===== config.mk =====
export PLATFORM = sky130hd
export DESIGN_NAME = aic_top
export DESIGN_NICKNAME = d
export VERILOG_FILES = /design/src/design/aic_pkg.sv /design/src/design/aic_top.sv /design/src/design/aic_clk_div.sv /design/src/design/aic_path_dec.sv
export VERILOG_INCLUDE_DIRS = /design/src /design/src/design
export SDC_FILE = /design/constraint.sdc
export NUM_CORES = 1
export LEC_CHECK = 0
export BUFFER_PORTS_ARGS = -buffer_cell sky130_fd_sc_hd__buf_2
export CAP_MARGIN = 0
export CELL_PAD_IN_SITES_DETAIL_PLACEMENT = 0
export CELL_PAD_IN_SITES_GLOBAL_PLACEMENT = 1
export CORE_MARGIN = 2
export CORE_UTILIZATION = 33
export CTS_BUF_LIST = sky130_fd_sc_hd__clkbuf_16
export DETAILED_ROUTE_END_ITERATION = 8
export GPL_TIMING_DRIVEN = 0
export PLACE_DENSITY = 0.82
export SYNTH_ARGS = -nofsm -noshare
export SYNTH_HDL_FRONTEND = slang
export SYNTH_SLANG_ARGS = --single-unit

===== constraint.sdc =====
create_clock -name i_clk -period 2.05 [get_ports i_clk]
set_input_delay 0.5125 -clock i_clk [delete_from_list [all_inputs] [get_ports i_clk]]
set_output_delay 0.5125 -clock i_clk [all_outputs]
set_load 0.1 [all_outputs]

===== src/design/aic_defs.svh =====
// Purpose: Constants for the converter input and reference configuration block.
// Assumes: Byte-wide registers on a plain strobe port, one clock.
// Notes: Register offsets are local choices; fields follow the byte layouts.
`ifndef AIC_DEFS_SVH
`define AIC_DEFS_SVH
`define AIC_ADDR_W        2
`define AIC_OFF_INCLK     2'h0
`define AIC_OFF_REFGAIN   2'h1
`define AIC_OFF_BANDGAP   2'h2
`define AIC_RESET_BYTE    8'h00
`define AIC_INCLK_MASK    8'hF7
`define AIC_REFGAIN_MASK  8'h9F
`define AIC_BANDGAP_MASK  8'h01
`define AIC_SRC_MSB       7
`define AIC_SRC_LSB       4
`define AIC_CKS_MSB       2
`define AIC_CKS_LSB       0
`define AIC_AMPEN_BIT     7
`define AIC_AMPIS_BIT     4
`define AIC_REF_MSB       3
`define AIC_REF_LSB       2
`define AIC_GAIN_MSB      1
`define AIC_GAIN_LSB      0
`define AIC_BGEN_BIT      0
`define AIC_DIV_W         7
`endif


===== src/design/aic_pkg.sv =====
// Purpose: Types for the converter input and reference configuration block.
// Assumes: Used by qualified names only.
// Notes: Encodings are one-hot path enables, not the hardware's select codes.
package aic_pkg;
	// Converter input path choices, one-hot for the analog switch drivers.
	typedef enum logic [4:0] {
		AIC_IN_EXT    = 5'h01,
		AIC_IN_SUPPLY = 5'h02,
		AIC_IN_AMP    = 5'h04,
		AIC_IN_GND    = 5'h08,
		AIC_IN_SPARE  = 5'h10
	} aic_in_path_t;
	// Reference path choices.
	typedef enum logic [2:0] {
		AIC_REF_SUPPLY = 3'h1,
		AIC_REF_PIN    = 3'h2,
		AIC_REF_AMP    = 3'h4
	} aic_ref_path_t;
endpackage : aic_pkg


===== src/design/aic_top.sv =====
// Purpose: Converter input, clock and reference configuration registers.
// Assumes: Plain strobe register port; read data valid the cycle after.
// Notes: Drives analog switch enables and the conversion clock enable.
`timescale 1ns/1ps
`include "aic_defs.svh"
module aic_top (
	input  wire logic                   i_clk,            // System clock, 50 MHz.
	input  wire logic                   i_arst_n,         // Asynchronous reset, active low.
	input  wire logic [`AIC_ADDR_W-1:0] i_addr,           // Register address.
	input  wire logic [7:0]             i_wdata,          // Write data.
	input  wire logic                   i_wr,             // Write strobe.
	input  wire logic                   i_rd,             // Read strobe.
	input  wire logic [3:0]             i_ext_chan_sel,   // External channel select.
	output logic [7:0]                  o_rdata,          // Read data, one cycle later.
	output logic                        o_conv_clk_en,    // Conversion clock enable.
	output logic [11:0]                 o_ext_chan_on,    // Per-pin channel switch.
	output logic                        o_sel_supply,     // Supply onto converter input.
	output logic                        o_sel_amp,        // Amplified ref onto input.
	output logic                        o_sel_gnd,        // Converter input grounded.
	output logic [1:0]                  o_in_scale,       // 0:/1, 1:/2, 2:/4.
	output logic                        o_ref_supply,     // Reference from supply.
	output logic                        o_ref_pin_on,     // External reference pin switch.
	output logic                        o_ref_amp,        // Reference from amplifier.
	output logic                        o_gain_amp_enable,// Amplifier bias on.
	output logic                        o_amp_ref_pin_on, // Reference pin into amplifier.
	output logic                        o_amp_bandgap_on, // Bandgap into amplifier.
	output logic [1:0]                  o_gain_select,    // Amplifier gain code.
	output logic                        o_bandgap_enable  // Bandgap circuit on.
);
	logic [7:0]              inclk_q;   // Input and clock configuration.
	logic [7:0]              refgain_q; // Reference and gain configuration.
	logic [7:0]              bandgap_q; // Bandgap control.
	logic [7:0]              rdata_d;   // Read mux.
	aic_pkg::aic_in_path_t   in_path;   // Decoded input path.
	aic_pkg::aic_ref_path_t  ref_path;  // Decoded reference path.
	logic                    ext_sel;   // External input chosen.

	// Masking on write keeps unimplemented bits at zero for reads.
	function automatic logic [7:0] aic_wr_val(input logic [7:0] d, input logic [7:0] m);
		aic_wr_val = d & m;
	endfunction : aic_wr_val

	// Input and clock register.
	always_ff @(posedge i_clk or negedge i_arst_n) begin
		if (!i_arst_n) begin
			inclk_q <= `AIC_RESET_BYTE;
		end else if (i_wr && i_addr == `AIC_OFF_INCLK) begin
			inclk_q <= aic_wr_val(i_wdata, `AIC_INCLK_MASK);
		end
	end

	// Reference and gain register.
	always_ff @(posedge i_clk or negedge i_arst_n) begin
		if (!i_arst_n) begin
			refgain_q <= `AIC_RESET_BYTE;
		end else if (i_wr && i_addr == `AIC_OFF_REFGAIN) begin
			refgain_q <= aic_wr_val(i_wdata, `AIC_REFGAIN_MASK);
		end
	end

	// Bandgap register; off after reset.
	always_ff @(posedge i_clk or negedge i_arst_n) begin
		if (!i_arst_n) begin
			bandgap_q <= `AIC_RESET_BYTE;
		end else if (i_wr && i_addr == `AIC_OFF_BANDGAP) begin
			bandgap_q <= aic_wr_val(i_wdata, `AIC_BANDGAP_MASK);
		end
	end

	// Read mux; the unmapped offset reads zero.
	always_comb begin
		case (i_addr)
			`AIC_OFF_INCLK:   rdata_d = inclk_q;
			`AIC_OFF_REFGAIN: rdata_d = refgain_q;
			`AIC_OFF_BANDGAP: rdata_d = bandgap_q;
			default:          rdata_d = `AIC_RESET_BYTE;
		endcase
	end

	// Read data stands only in the cycle after the strobe.
	always_ff @(posedge i_clk or negedge i_arst_n) begin
		if (!i_arst_n) begin
			o_rdata <= `AIC_RESET_BYTE;
		end else if (i_rd) begin
			o_rdata <= rdata_d;
		end else begin
			o_rdata <= `AIC_RESET_BYTE;
		end
	end

	// Conversion clock divider.
	aic_clk_div u_div (
		.i_clk    (i_clk),
		.i_arst_n (i_arst_n),
		.i_sel    (inclk_q[`AIC_CKS_MSB:`AIC_CKS_LSB]),
		.o_en     (o_conv_clk_en)
	);

	// Path decode.
	aic_path_dec u_dec (
		.i_src      (inclk_q[`AIC_SRC_MSB:`AIC_SRC_LSB]),
		.i_ref      (refgain_q[`AIC_REF_MSB:`AIC_REF_LSB]),
		.o_in_path  (in_path),
		.o_scale    (o_in_scale),
		.o_ref_path (ref_path)
	);

	assign ext_sel      = (in_path == aic_pkg::AIC_IN_EXT);
	assign o_sel_supply = (in_path == aic_pkg::AIC_IN_SUPPLY);
	assign o_sel_amp    = (in_path == aic_pkg::AIC_IN_AMP);
	assign o_sel_gnd    = (in_path == aic_pkg::AIC_IN_GND);

	// One switch per pin; codes 12 to 15 leave every pin open (floating input).
	genvar g;
	generate
		for (g = 0; g < 12; g++) begin : g_chan
			assign o_ext_chan_on[g] = ext_sel && (i_ext_chan_sel == 4'(g));
		end
	endgenerate

	// Reference switches; internal choices open the external pin.
	assign o_ref_supply = (ref_path == aic_pkg::AIC_REF_SUPPLY);
	assign o_ref_amp    = (ref_path == aic_pkg::AIC_REF_AMP);
	assign o_ref_pin_on = (ref_path == aic_pkg::AIC_REF_PIN);

	// Amplifier controls straight from stored bits.
	assign o_gain_amp_enable = refgain_q[`AIC_AMPEN_BIT];
	assign o_amp_bandgap_on  = refgain_q[`AIC_AMPIS_BIT];
	assign o_amp_ref_pin_on  = !refgain_q[`AIC_AMPIS_BIT];
	assign o_gain_select     = refgain_q[`AIC_GAIN_MSB:`AIC_GAIN_LSB];
	assign o_bandgap_enable  = bandgap_q[`AIC_BGEN_BIT];

	a_int_no_pins: assert property (@(posedge i_clk) disable iff (!i_arst_n)
		(inclk_q[7:4] inside {4'h1, 4'h2, 4'h5, 4'h6, 4'h7}) |-> o_ext_chan_on == 12'h000)
		else $error("External pin connected while internal source selected.");
	a_ext_src_pin: assert property (@(posedge i_clk) disable iff (!i_arst_n)
		(inclk_q[7:4] inside {4'h0, 4'h4, 4'hC, 4'hF} && i_ext_chan_sel < 4'hC)
		|-> $onehot(o_ext_chan_on))
		else $error("External source did not connect exactly one pin.");
	a_ext_code_four: assert property (@(posedge i_clk) disable iff (!i_arst_n)
		(inclk_q[7:4] == 4'h4 && i_ext_chan_sel == 4'h3) |-> o_ext_chan_on == 12'h008)
		else $error("Code four did not pick the selected pin.");
	a_supply_half: assert property (@(posedge i_clk) disable iff (!i_arst_n)
		(inclk_q[7:4] == 4'h2) |-> (o_sel_supply && o_in_scale == 2'h1))
		else $error("Half supply not routed.");
	a_amp_quarter: assert property (@(posedge i_clk) disable iff (!i_arst_n)
		(inclk_q[7:4] == 4'h7) |-> (o_sel_amp && o_in_scale == 2'h2))
		else $error("Quarter amplified reference not routed.");
	a_gnd_input: assert property (@(posedge i_clk) disable iff (!i_arst_n)
		(inclk_q[7:6] == 2'h2) |-> (o_sel_gnd && !o_sel_amp && !o_sel_supply))
		else $error("Ground code did not ground the input.");
	a_read_zeros: assert property (@(posedge i_clk) disable iff (!i_arst_n)
		(i_rd && i_addr == `AIC_OFF_BANDGAP) |=> o_rdata[7:1] == 7'h00)
		else $error("Unimplemented bandgap bits read nonzero.");
	a_write_back: assert property (@(posedge i_clk) disable iff (!i_arst_n)
		(i_wr && i_addr == `AIC_OFF_REFGAIN) |=> o_gain_select == $past(i_wdata[1:0]))
		else $error("Gain field not taken from write.");
	a_ref_pin_off: assert property (@(posedge i_clk) disable iff (!i_arst_n)
		refgain_q[3] |-> (!o_ref_pin_on && o_ref_amp))
		else $error("Reference pin left on with internal reference.");
	a_bg_input: assert property (@(posedge i_clk) disable iff (!i_arst_n)
		o_amp_bandgap_on |-> !o_amp_ref_pin_on)
		else $error("Reference pin into amplifier while bandgap chosen.");
	a_bg_enable: assert property (@(posedge i_clk) disable iff (!i_arst_n)
		(i_wr && i_addr == `AIC_OFF_BANDGAP) |=> o_bandgap_enable == $past(i_wdata[0]))
		else $error("Bandgap enable not taken from write.");
endmodule : aic_top


===== src/design/aic_clk_div.sv =====
// Purpose: Conversion clock enable from the system clock.
// Assumes: Divider code may change at any time.
// Notes: Emits a one-cycle enable every 2^code cycles.
`timescale 1ns/1ps
`include "aic_defs.svh"
module aic_clk_div (
	input  wire logic       i_clk,    // System clock.
	input  wire logic       i_arst_n, // Asynchronous reset, active low.
	input  wire logic [2:0] i_sel,    // Divider exponent.
	output logic            o_en      // One-cycle conversion clock enable.
);
	logic [`AIC_DIV_W-1:0] cnt_q;   // Free-running count.
	logic [`AIC_DIV_W-1:0] mask_w;  // Low bits that must be all ones.

	// A mask rather than a compare means a code change never strands the counter.
	assign mask_w = `AIC_DIV_W'((8'h01 << i_sel) - 8'h01);

	// Count every cycle; wraps freely.
	always_ff @(posedge i_clk or negedge i_arst_n) begin
		if (!i_arst_n) begin
			cnt_q <= '0;
		end else begin
			cnt_q <= cnt_q + `AIC_DIV_W'(1);
		end
	end

	// Code 0 gives an enable every cycle, code 7 every 128.
	assign o_en = ((cnt_q & mask_w) == mask_w);

	// The code must hold across both cycles; a change to code 0 legally fires again at once.
	a_div_period: assert property (@(posedge i_clk) disable iff (!i_arst_n)
		(o_en && i_sel == 3'h1) ##1 (i_sel == 3'h1) |-> !o_en)
		else $error("Divide-by-two enable fired twice in a row.");
endmodule : aic_clk_div


===== src/design/aic_path_dec.sv =====
// Purpose: Decode input source and reference selections into switch enables.
// Assumes: Pure combinational decode of stored fields.
// Notes: Used by the top; no state.
`timescale 1ns/1ps
module aic_path_dec (
	input  wire logic [3:0]            i_src,     // Input source select.
	input  wire logic [1:0]            i_ref,     // Reference source select.
	output aic_pkg::aic_in_path_t      o_in_path, // Chosen input path.
	output logic [1:0]                 o_scale,   // 0:/1, 1:/2, 2:/4.
	output aic_pkg::aic_ref_path_t     o_ref_path // Chosen reference path.
);
	// Input source decode; reserved 0011 drives a quarter supply, unlisted codes ground the input.
	always_comb begin
		o_in_path = aic_pkg::AIC_IN_GND;
		o_scale   = 2'h0;
		case (i_src)
			4'h0, 4'h4, 4'hC, 4'hD, 4'hE, 4'hF: begin
				o_in_path = aic_pkg::AIC_IN_EXT;
			end
			4'h1: begin
				o_in_path = aic_pkg::AIC_IN_SUPPLY;
			end
			4'h2: begin
				o_in_path = aic_pkg::AIC_IN_SUPPLY;
				o_scale   = 2'h1;
			end
			4'h3: begin
				// Reserved code drives a quarter supply, as the divider tap exists.
				o_in_path = aic_pkg::AIC_IN_SUPPLY;
				o_scale   = 2'h2;
			end
			4'h5, 4'h6, 4'h7: begin
				o_in_path = aic_pkg::AIC_IN_AMP;
				o_scale   = i_src[1:0] - 2'h1;
			end
			default: begin
				o_in_path = aic_pkg::AIC_IN_GND;
			end
		endcase
	end

	// Reference decode.
	always_comb begin
		case (i_ref)
			2'h0:    o_ref_path = aic_pkg::AIC_REF_SUPPLY;
			2'h1:    o_ref_path = aic_pkg::AIC_REF_PIN;
			default: o_ref_path = aic_pkg::AIC_REF_AMP;
		endcase
	end
endmodule : aic_path_dec


* Yosys cells after proc, flatten, opt, wreduce, memory -nomap -nowiden
Cells that the tools add are included.
** Storage, ports and cells
- Register bits :: 29
- Output and inout bits :: 35
- Logic and storage cells :: 71
- Input bits :: 18
** Operators by class
- Bitwise logic cells :: 1
- Eq/ne operators :: 33
- Reduce and logical (&&, ||, !) cells :: 23
- Mux-type cells :: 5
- $add $sub $neg :: 3
- Shift operators :: 1
** Operators by type and width (count)
- equality test 4 x 3 -> 1 bit (second input constant) :: 8
- equality test 4 bit (second input constant) :: 8
- one-hot mux 8 bit (3 select lines) :: 1
- equality test 4 x 2 -> 1 bit (second input constant) :: 4
- logical AND 1 bit :: 15
- one-hot mux 4 bit (3 select lines) :: 1
- equality test 4 x 1 -> 1 bit (second input constant) :: 2
- logical NOT 4 bit :: 2
- two-way mux 8 bit :: 1
- adder 7 x 1 -> 7 bit (second input constant) :: 1
- bitwise AND 7 bit :: 1
- equality test 7 bit :: 1
- left shift 1 x 3 -> 7 bit (first input constant) :: 1
- subtractor 7 x 1 -> 7 bit (second input constant) :: 1
- one-hot mux 2 bit (3 select lines) :: 1
- one-hot mux 3 bit (2 select lines) :: 1
- OR reduction 3 bit :: 2
- OR reduction 6 bit :: 1
- equality test 5 x 1 -> 1 bit (second input constant) :: 1
- equality test 5 x 2 -> 1 bit (second input constant) :: 1
- equality test 5 x 3 -> 1 bit (second input constant) :: 1
- equality test 5 x 4 -> 1 bit (second input constant) :: 1
- equality test 2 x 1 -> 1 bit (second input constant) :: 2
- logical NOT 2 bit :: 2
- other kinds (6) :: 6

* Longest topological paths before layout
- Word-level depth :: 5
- Gate-level depth with buffers :: 8
- Gate-level depth less buffers :: 7

* By module
A second synthesis with hierarchy kept.
** Unflattened totals
- Cells, all modules :: 145
- Area total of the unflattened synthesis :: 1570.3 µm²
** By module, submodules not included
- aic_top :: times used 1, cells an instance 93, sequential area each 550.5 µm², area an instance 1088.5 µm²
- aic_clk_div :: times used 1, cells an instance 28, sequential area each 175.2 µm², area an instance 325.3 µm²
- aic_path_dec :: times used 1, cells an instance 24, sequential area each 0.0 µm², area an instance 156.4 µm²

* Worst setup path after synthesis
OpenSTA, ideal clock, no wires.
- Kind :: flip-flop to output port
- From :: reg inclk_q[0]
- To :: out o_conv_clk_en
- Cell stages (with the launch flop) :: 7
- Required time :: 1537 ps
- Path slack :: -4490 ps
- Buffers on the path :: 0
- Data arrival time :: 6027 ps
- Cells stage by stage :: dfrtp_1 or3_1 ha_1 nor2_1 a21oi_1 o221a_2 a2111oi_0
** Between the ends
- Word-level cells in the longest chain between the ends :: 4
** RTL lines
- from (decl) :: RTL line aic_top.sv:30 : logic [7:0] inclk_q;
- from (signal assigned) :: RTL line aic_top.sv:46 : inclk_q <= `AIC_RESET_BYTE;
- from (signal assigned) :: RTL line aic_top.sv:48 : inclk_q <= aic_wr_val(i_wdata, `AIC_INCLK_MASK);
- left shift 1 x 3 -> 7 bit * :: RTL line aic_clk_div.sv:16 : assign mask_w = `AIC_DIV_W'((8'h01 << i_sel) - 8'h01);
- subtractor 7 x 1 -> 7 bit * :: RTL line aic_clk_div.sv:16
- bitwise AND 7 bit :: RTL line aic_clk_div.sv:28 : assign o_en = ((cnt_q & mask_w) == mask_w);
- equality test 7 bit * :: RTL line aic_clk_div.sv:28
- to (decl) :: RTL line aic_top.sv:15 : output logic o_conv_clk_en,
Mark *: on every way between the ends. The rest lies on a longest branch, timed or not.

* Final worst setup path
- From :: reg inclk_q[4]
- To :: out o_ext_chan_on[8]
** Between the ends
- Word-level cells in the longest chain between the ends :: 5
- Elaborated cells on any way between the ends :: 18
- Classes of those cells :: eq/ne (12); mux (1); reduce/logical (5)
** RTL lines
- equality test 4 x 3 -> 1 bit (tied with other cells) :: RTL line aic_path_dec.sv:16 : case (i_src)
- OR reduction 6 bit (tied with other cells) :: RTL line aic_path_dec.sv:16
- one-hot mux 4 bit (3 select lines) * :: RTL line aic_path_dec.sv:16
- equality test 5 x 1 -> 1 bit * :: RTL line aic_top.sv:108 : assign ext_sel = (in_path == aic_pkg::AIC_IN_EXT);
- logical AND 1 bit * :: RTL line aic_top.sv:117 : assign o_ext_chan_on[g] = ext_sel && (i_ext_chan_sel == 4'(g));
- to (decl) :: RTL line aic_top.sv:16 : output logic [11:0] o_ext_chan_on,
Marked as above.

==> impl_results.md <==
- Post-layout nets: roughly 260
- Status: finished, violations left
- Clk buf depth: 2
- Fin crit share: 1.37
- Least-Margin Pin Slew: between 0.6 and 0.7 ns
- Power per cell area: 1020 mW/mm²
- CTS root buf: clkbuf_16
- DRT iter0 DRCs: between 70 and 80
- Hold_buf cts: 0
- Critical setup path kind: register to output port
- Max frequency: roughly 0.36 GHz
- Main combinational cell family by area after synthesis: simple AND/OR/NAND/NOR gates
- Worst R2R Setup Slack: a little over 0.9 ns
- Via count: 1437
- Fraction of layout cells with a size suffix above 1: 0.599
- Post-Route Skew: 0.00488 ns
- Hold Vio Cnt, Final: 0
- Vert. Die Dim: between 70 and 80 µm
- Grt total ovfl: 0
- Total CTS buffers: 5
- Number of global-route vias before repair: ~1400
- Hold Crit Class: primary input to async pin
- Setup ws final: -0.756 ns
- IO Pins: 53
- Setup Viol. Count Final: 18
- Crit path launch type: register
- Initial antenna violation count: 0
- Post-Synth XOR/XNOR Area: 0.0285
- Met3 Use GR: 0.0625
- Slew headroom: 0.534
- I/O Buffers: 52
- Std-Cell Rows: 24
- Synthesized flop and latch total: 29
- Reg2reg start: u_div.cnt_q[0]
- Detailed placer's ending HPWL: roughly 2.7 mm
- DRT Pass-1 Iters: 4
- Clock Sinks: 29
- Worst Path Required: 1.54 ns
- R2R Path End: u_div.cnt_q[6]
- Die width: approximately 72 µm
- Post-Synth Adder-Cell Area: 0.0489
- GRT Total Usage: 0.177
- Post-layout util: 0.634
- Syn Nets: 175
- Sequential cell area fraction in the yosys report: 0.473
- Synthesis Warnings: 0
- Largest net degree at the start of global routing: 30
- Final wirelength: 4.29 mm
- CTS tree: done
- Worst slack, placed: -0.919 ns
- DRC viols: 0
- Syn_area_per_cell: 10.2 µm²
- GPL Wtd Cong: 0.710
- Total Power: ~2.9 mW
- Fin Setup TNS: -9.74 ns
- Static Leak: between 1 and 1.5 nW
- Core area: about 0.0044 mm²
- Via density: roughly 5
- R2R cell count: 4
- Post-synthesis mux area share: 0.113
- Ant diodes: 0
- Period minus WS final: about 2.8 ns
- Max-slew violation count: 0
- Simple-gate share of the synthesized area: 0.218
- WP data arrival: 2.29 ns
- Clock Latency Late Sink: roughly 0.27 ns
- Per-cell routed wire length: about 15 µm
- Compound-Gate Fraction of Synth Area: 0.0799
- Starting density of the core: 0.348
- Number of H-tree levels: 2
- Failing checks: negative setup slack
- Worst-path maximum fanout: 5
- Antenna Nets Post-Route: 0
- GR Util met2: 0.290
- Clock slew at reported path FFs: approximately 0.05 ns
- Met1 Track Usage GR: 0.218
- Area growth from synthesis to layout: 82.3%
- Post-synthesis cell count: about 150
- Synth cell types: 33
- Peak supply drop: approximately 0.81 mV
- Total die area: between 0.005 and 0.006 mm²
- RSZ-0062 raised after global routing: yes
- Max-Cap Viols: 0
- Crit end category: output port
- Mapped Area: roughly 0.0015 mm²
- First-pass GRT wire length: about 7.0 mm
- Busiest layer in global routing: met2
## sequential cells by signal, indices dropped and copies added, names as in the netlist
| signal | count |
|---|---|
| bandgap_q | 1 |
| inclk_q | 7 |
| u_div.cnt_q | 7 |
| o_rdata | 8 |
| refgain_q | 6 |
## cells in the mapped netlist, drive strengths merged
cell     count  area (µm²)
or3          2        12.5
or2          1        6.26
nor3b        2        20.0
clkbuf       1        3.75
mux2        11         124
and3b        1        8.76
mux2i        5        50.1
a21oi        3        15.0
nor2        19        71.3
inv          7        26.3
nor3         5        25.0
a211oi       1        12.5
a2111oi      1        8.76
nand2        8        30.0
buf          5        30.0
nand2b       4        25.0
o21ai       10        50.1
and2         1        6.26
nor4b        1        8.76
nor4         2        12.5
nand3b       5        37.5
xnor2        3        26.3
nor2b        5        31.3
dfrtp       29         726
and3         3        18.8
a21boi       1        7.51
nand3        4        20.0
xor2         2        17.5
a221oi       2        17.5
ha           6        75.1
o221a        1        11.3
## routing by layer
metal	wire (µm)	vias to the layer above
li1	-	686
met1	1780	693
met2	2110	52
met3	334	6
met4	67	0
met5	0	-
## placed cells by master, fill, tap and decap left out, types with 7 or more instances in the layout
cell,instances
buf_12,16
nor2_4,9
o21ai_0,7
dfrtp_1,25
nand2_1,7
buf_6,14
mux2_2,11
buf_2,35
buf_4,13
nor2_1,8
## logic make-up after synthesis
group | count (synthesis)
flip-flops | 29
AO/OA/AOI/OAI | 19
XOR/XNOR | 5
buffers and inverters | 13
multiplexers | 16
AND/OR/NAND/NOR | 63
adder cells (fa/ha/maj) | 6
## final cells by class
type / count / area, µm²
clock buffers: 5 / 125
multi-input cells: 109 / 1080
well taps: 52 / 65.1
inverters: 7 / 35.0
clock inverters: 3 / 11.3
fillers: 342 / 1620
repair buffers: 73 / 708
plain buffers: 6 / 46.3
flip-flops and latches: 29 / 731
## worst max-delay path: stages (launching register included)
cell and delay [ns]:
dfrtp_2 0.48, ha_4 0.19, or3_4 0.39, a211oi_4 0.28, nand3b_1 0.13, buf_6 0.15, nor3_4 0.20, buf_12 0.20
## worst max-delay path by stage
stage / cells after the start / from / to / slack, ns
2_1_floorplan: 6 / inclk_q[0] / o_conv_clk_en / -1.01
3_3_place_gp: 7 / inclk_q[4] / o_ext_chan_on[8] / -0.90
3_5_place_dp: 7 / inclk_q[4] / o_ext_chan_on[8] / -0.92
4_1_cts: 7 / inclk_q[4] / o_ext_chan_on[4] / -0.77
5_1_grt: 7 / inclk_q[4] / o_ext_chan_on[8] / -0.84
6_report: 7 / inclk_q[4] / o_ext_chan_on[8] / -0.76
## through the flow
stage	instances	cell area, µm²	hold WS (ns)
floorplan	151	1810	0.217
global placement	255	2130	0.476
detailed placement	255	2130	0.474
CTS	272	2640	0.287
global route	284	2800	0.316
finish	284	2800	0.259
## report_power, final
group | total (mW) | switching [mW] | leakage (nW) | internal [mW]
clock | 0.668 | 0.234 | 0.0738 | 0.434
sequential | 0.729 | 0.0914 | 0.355 | 0.638
combinational | 1.46 | 0.940 | 0.792 | 0.516
total | 2.85 | 1.27 | 1.22 | 1.59
## timing repair
| action | 4_1_cts | 5_1_grt |
|---|---|---|
| pin swaps | 15 | 12 |
| gates resized for setup | 80 | 14 |
| buffers inserted | 9 | 14 |
| hold endpoints to repair | 0 | 0 |
| endpoints found under the setup margin | 18 | 18 |
No activity file was read; power rests on OpenSTA's default activity.
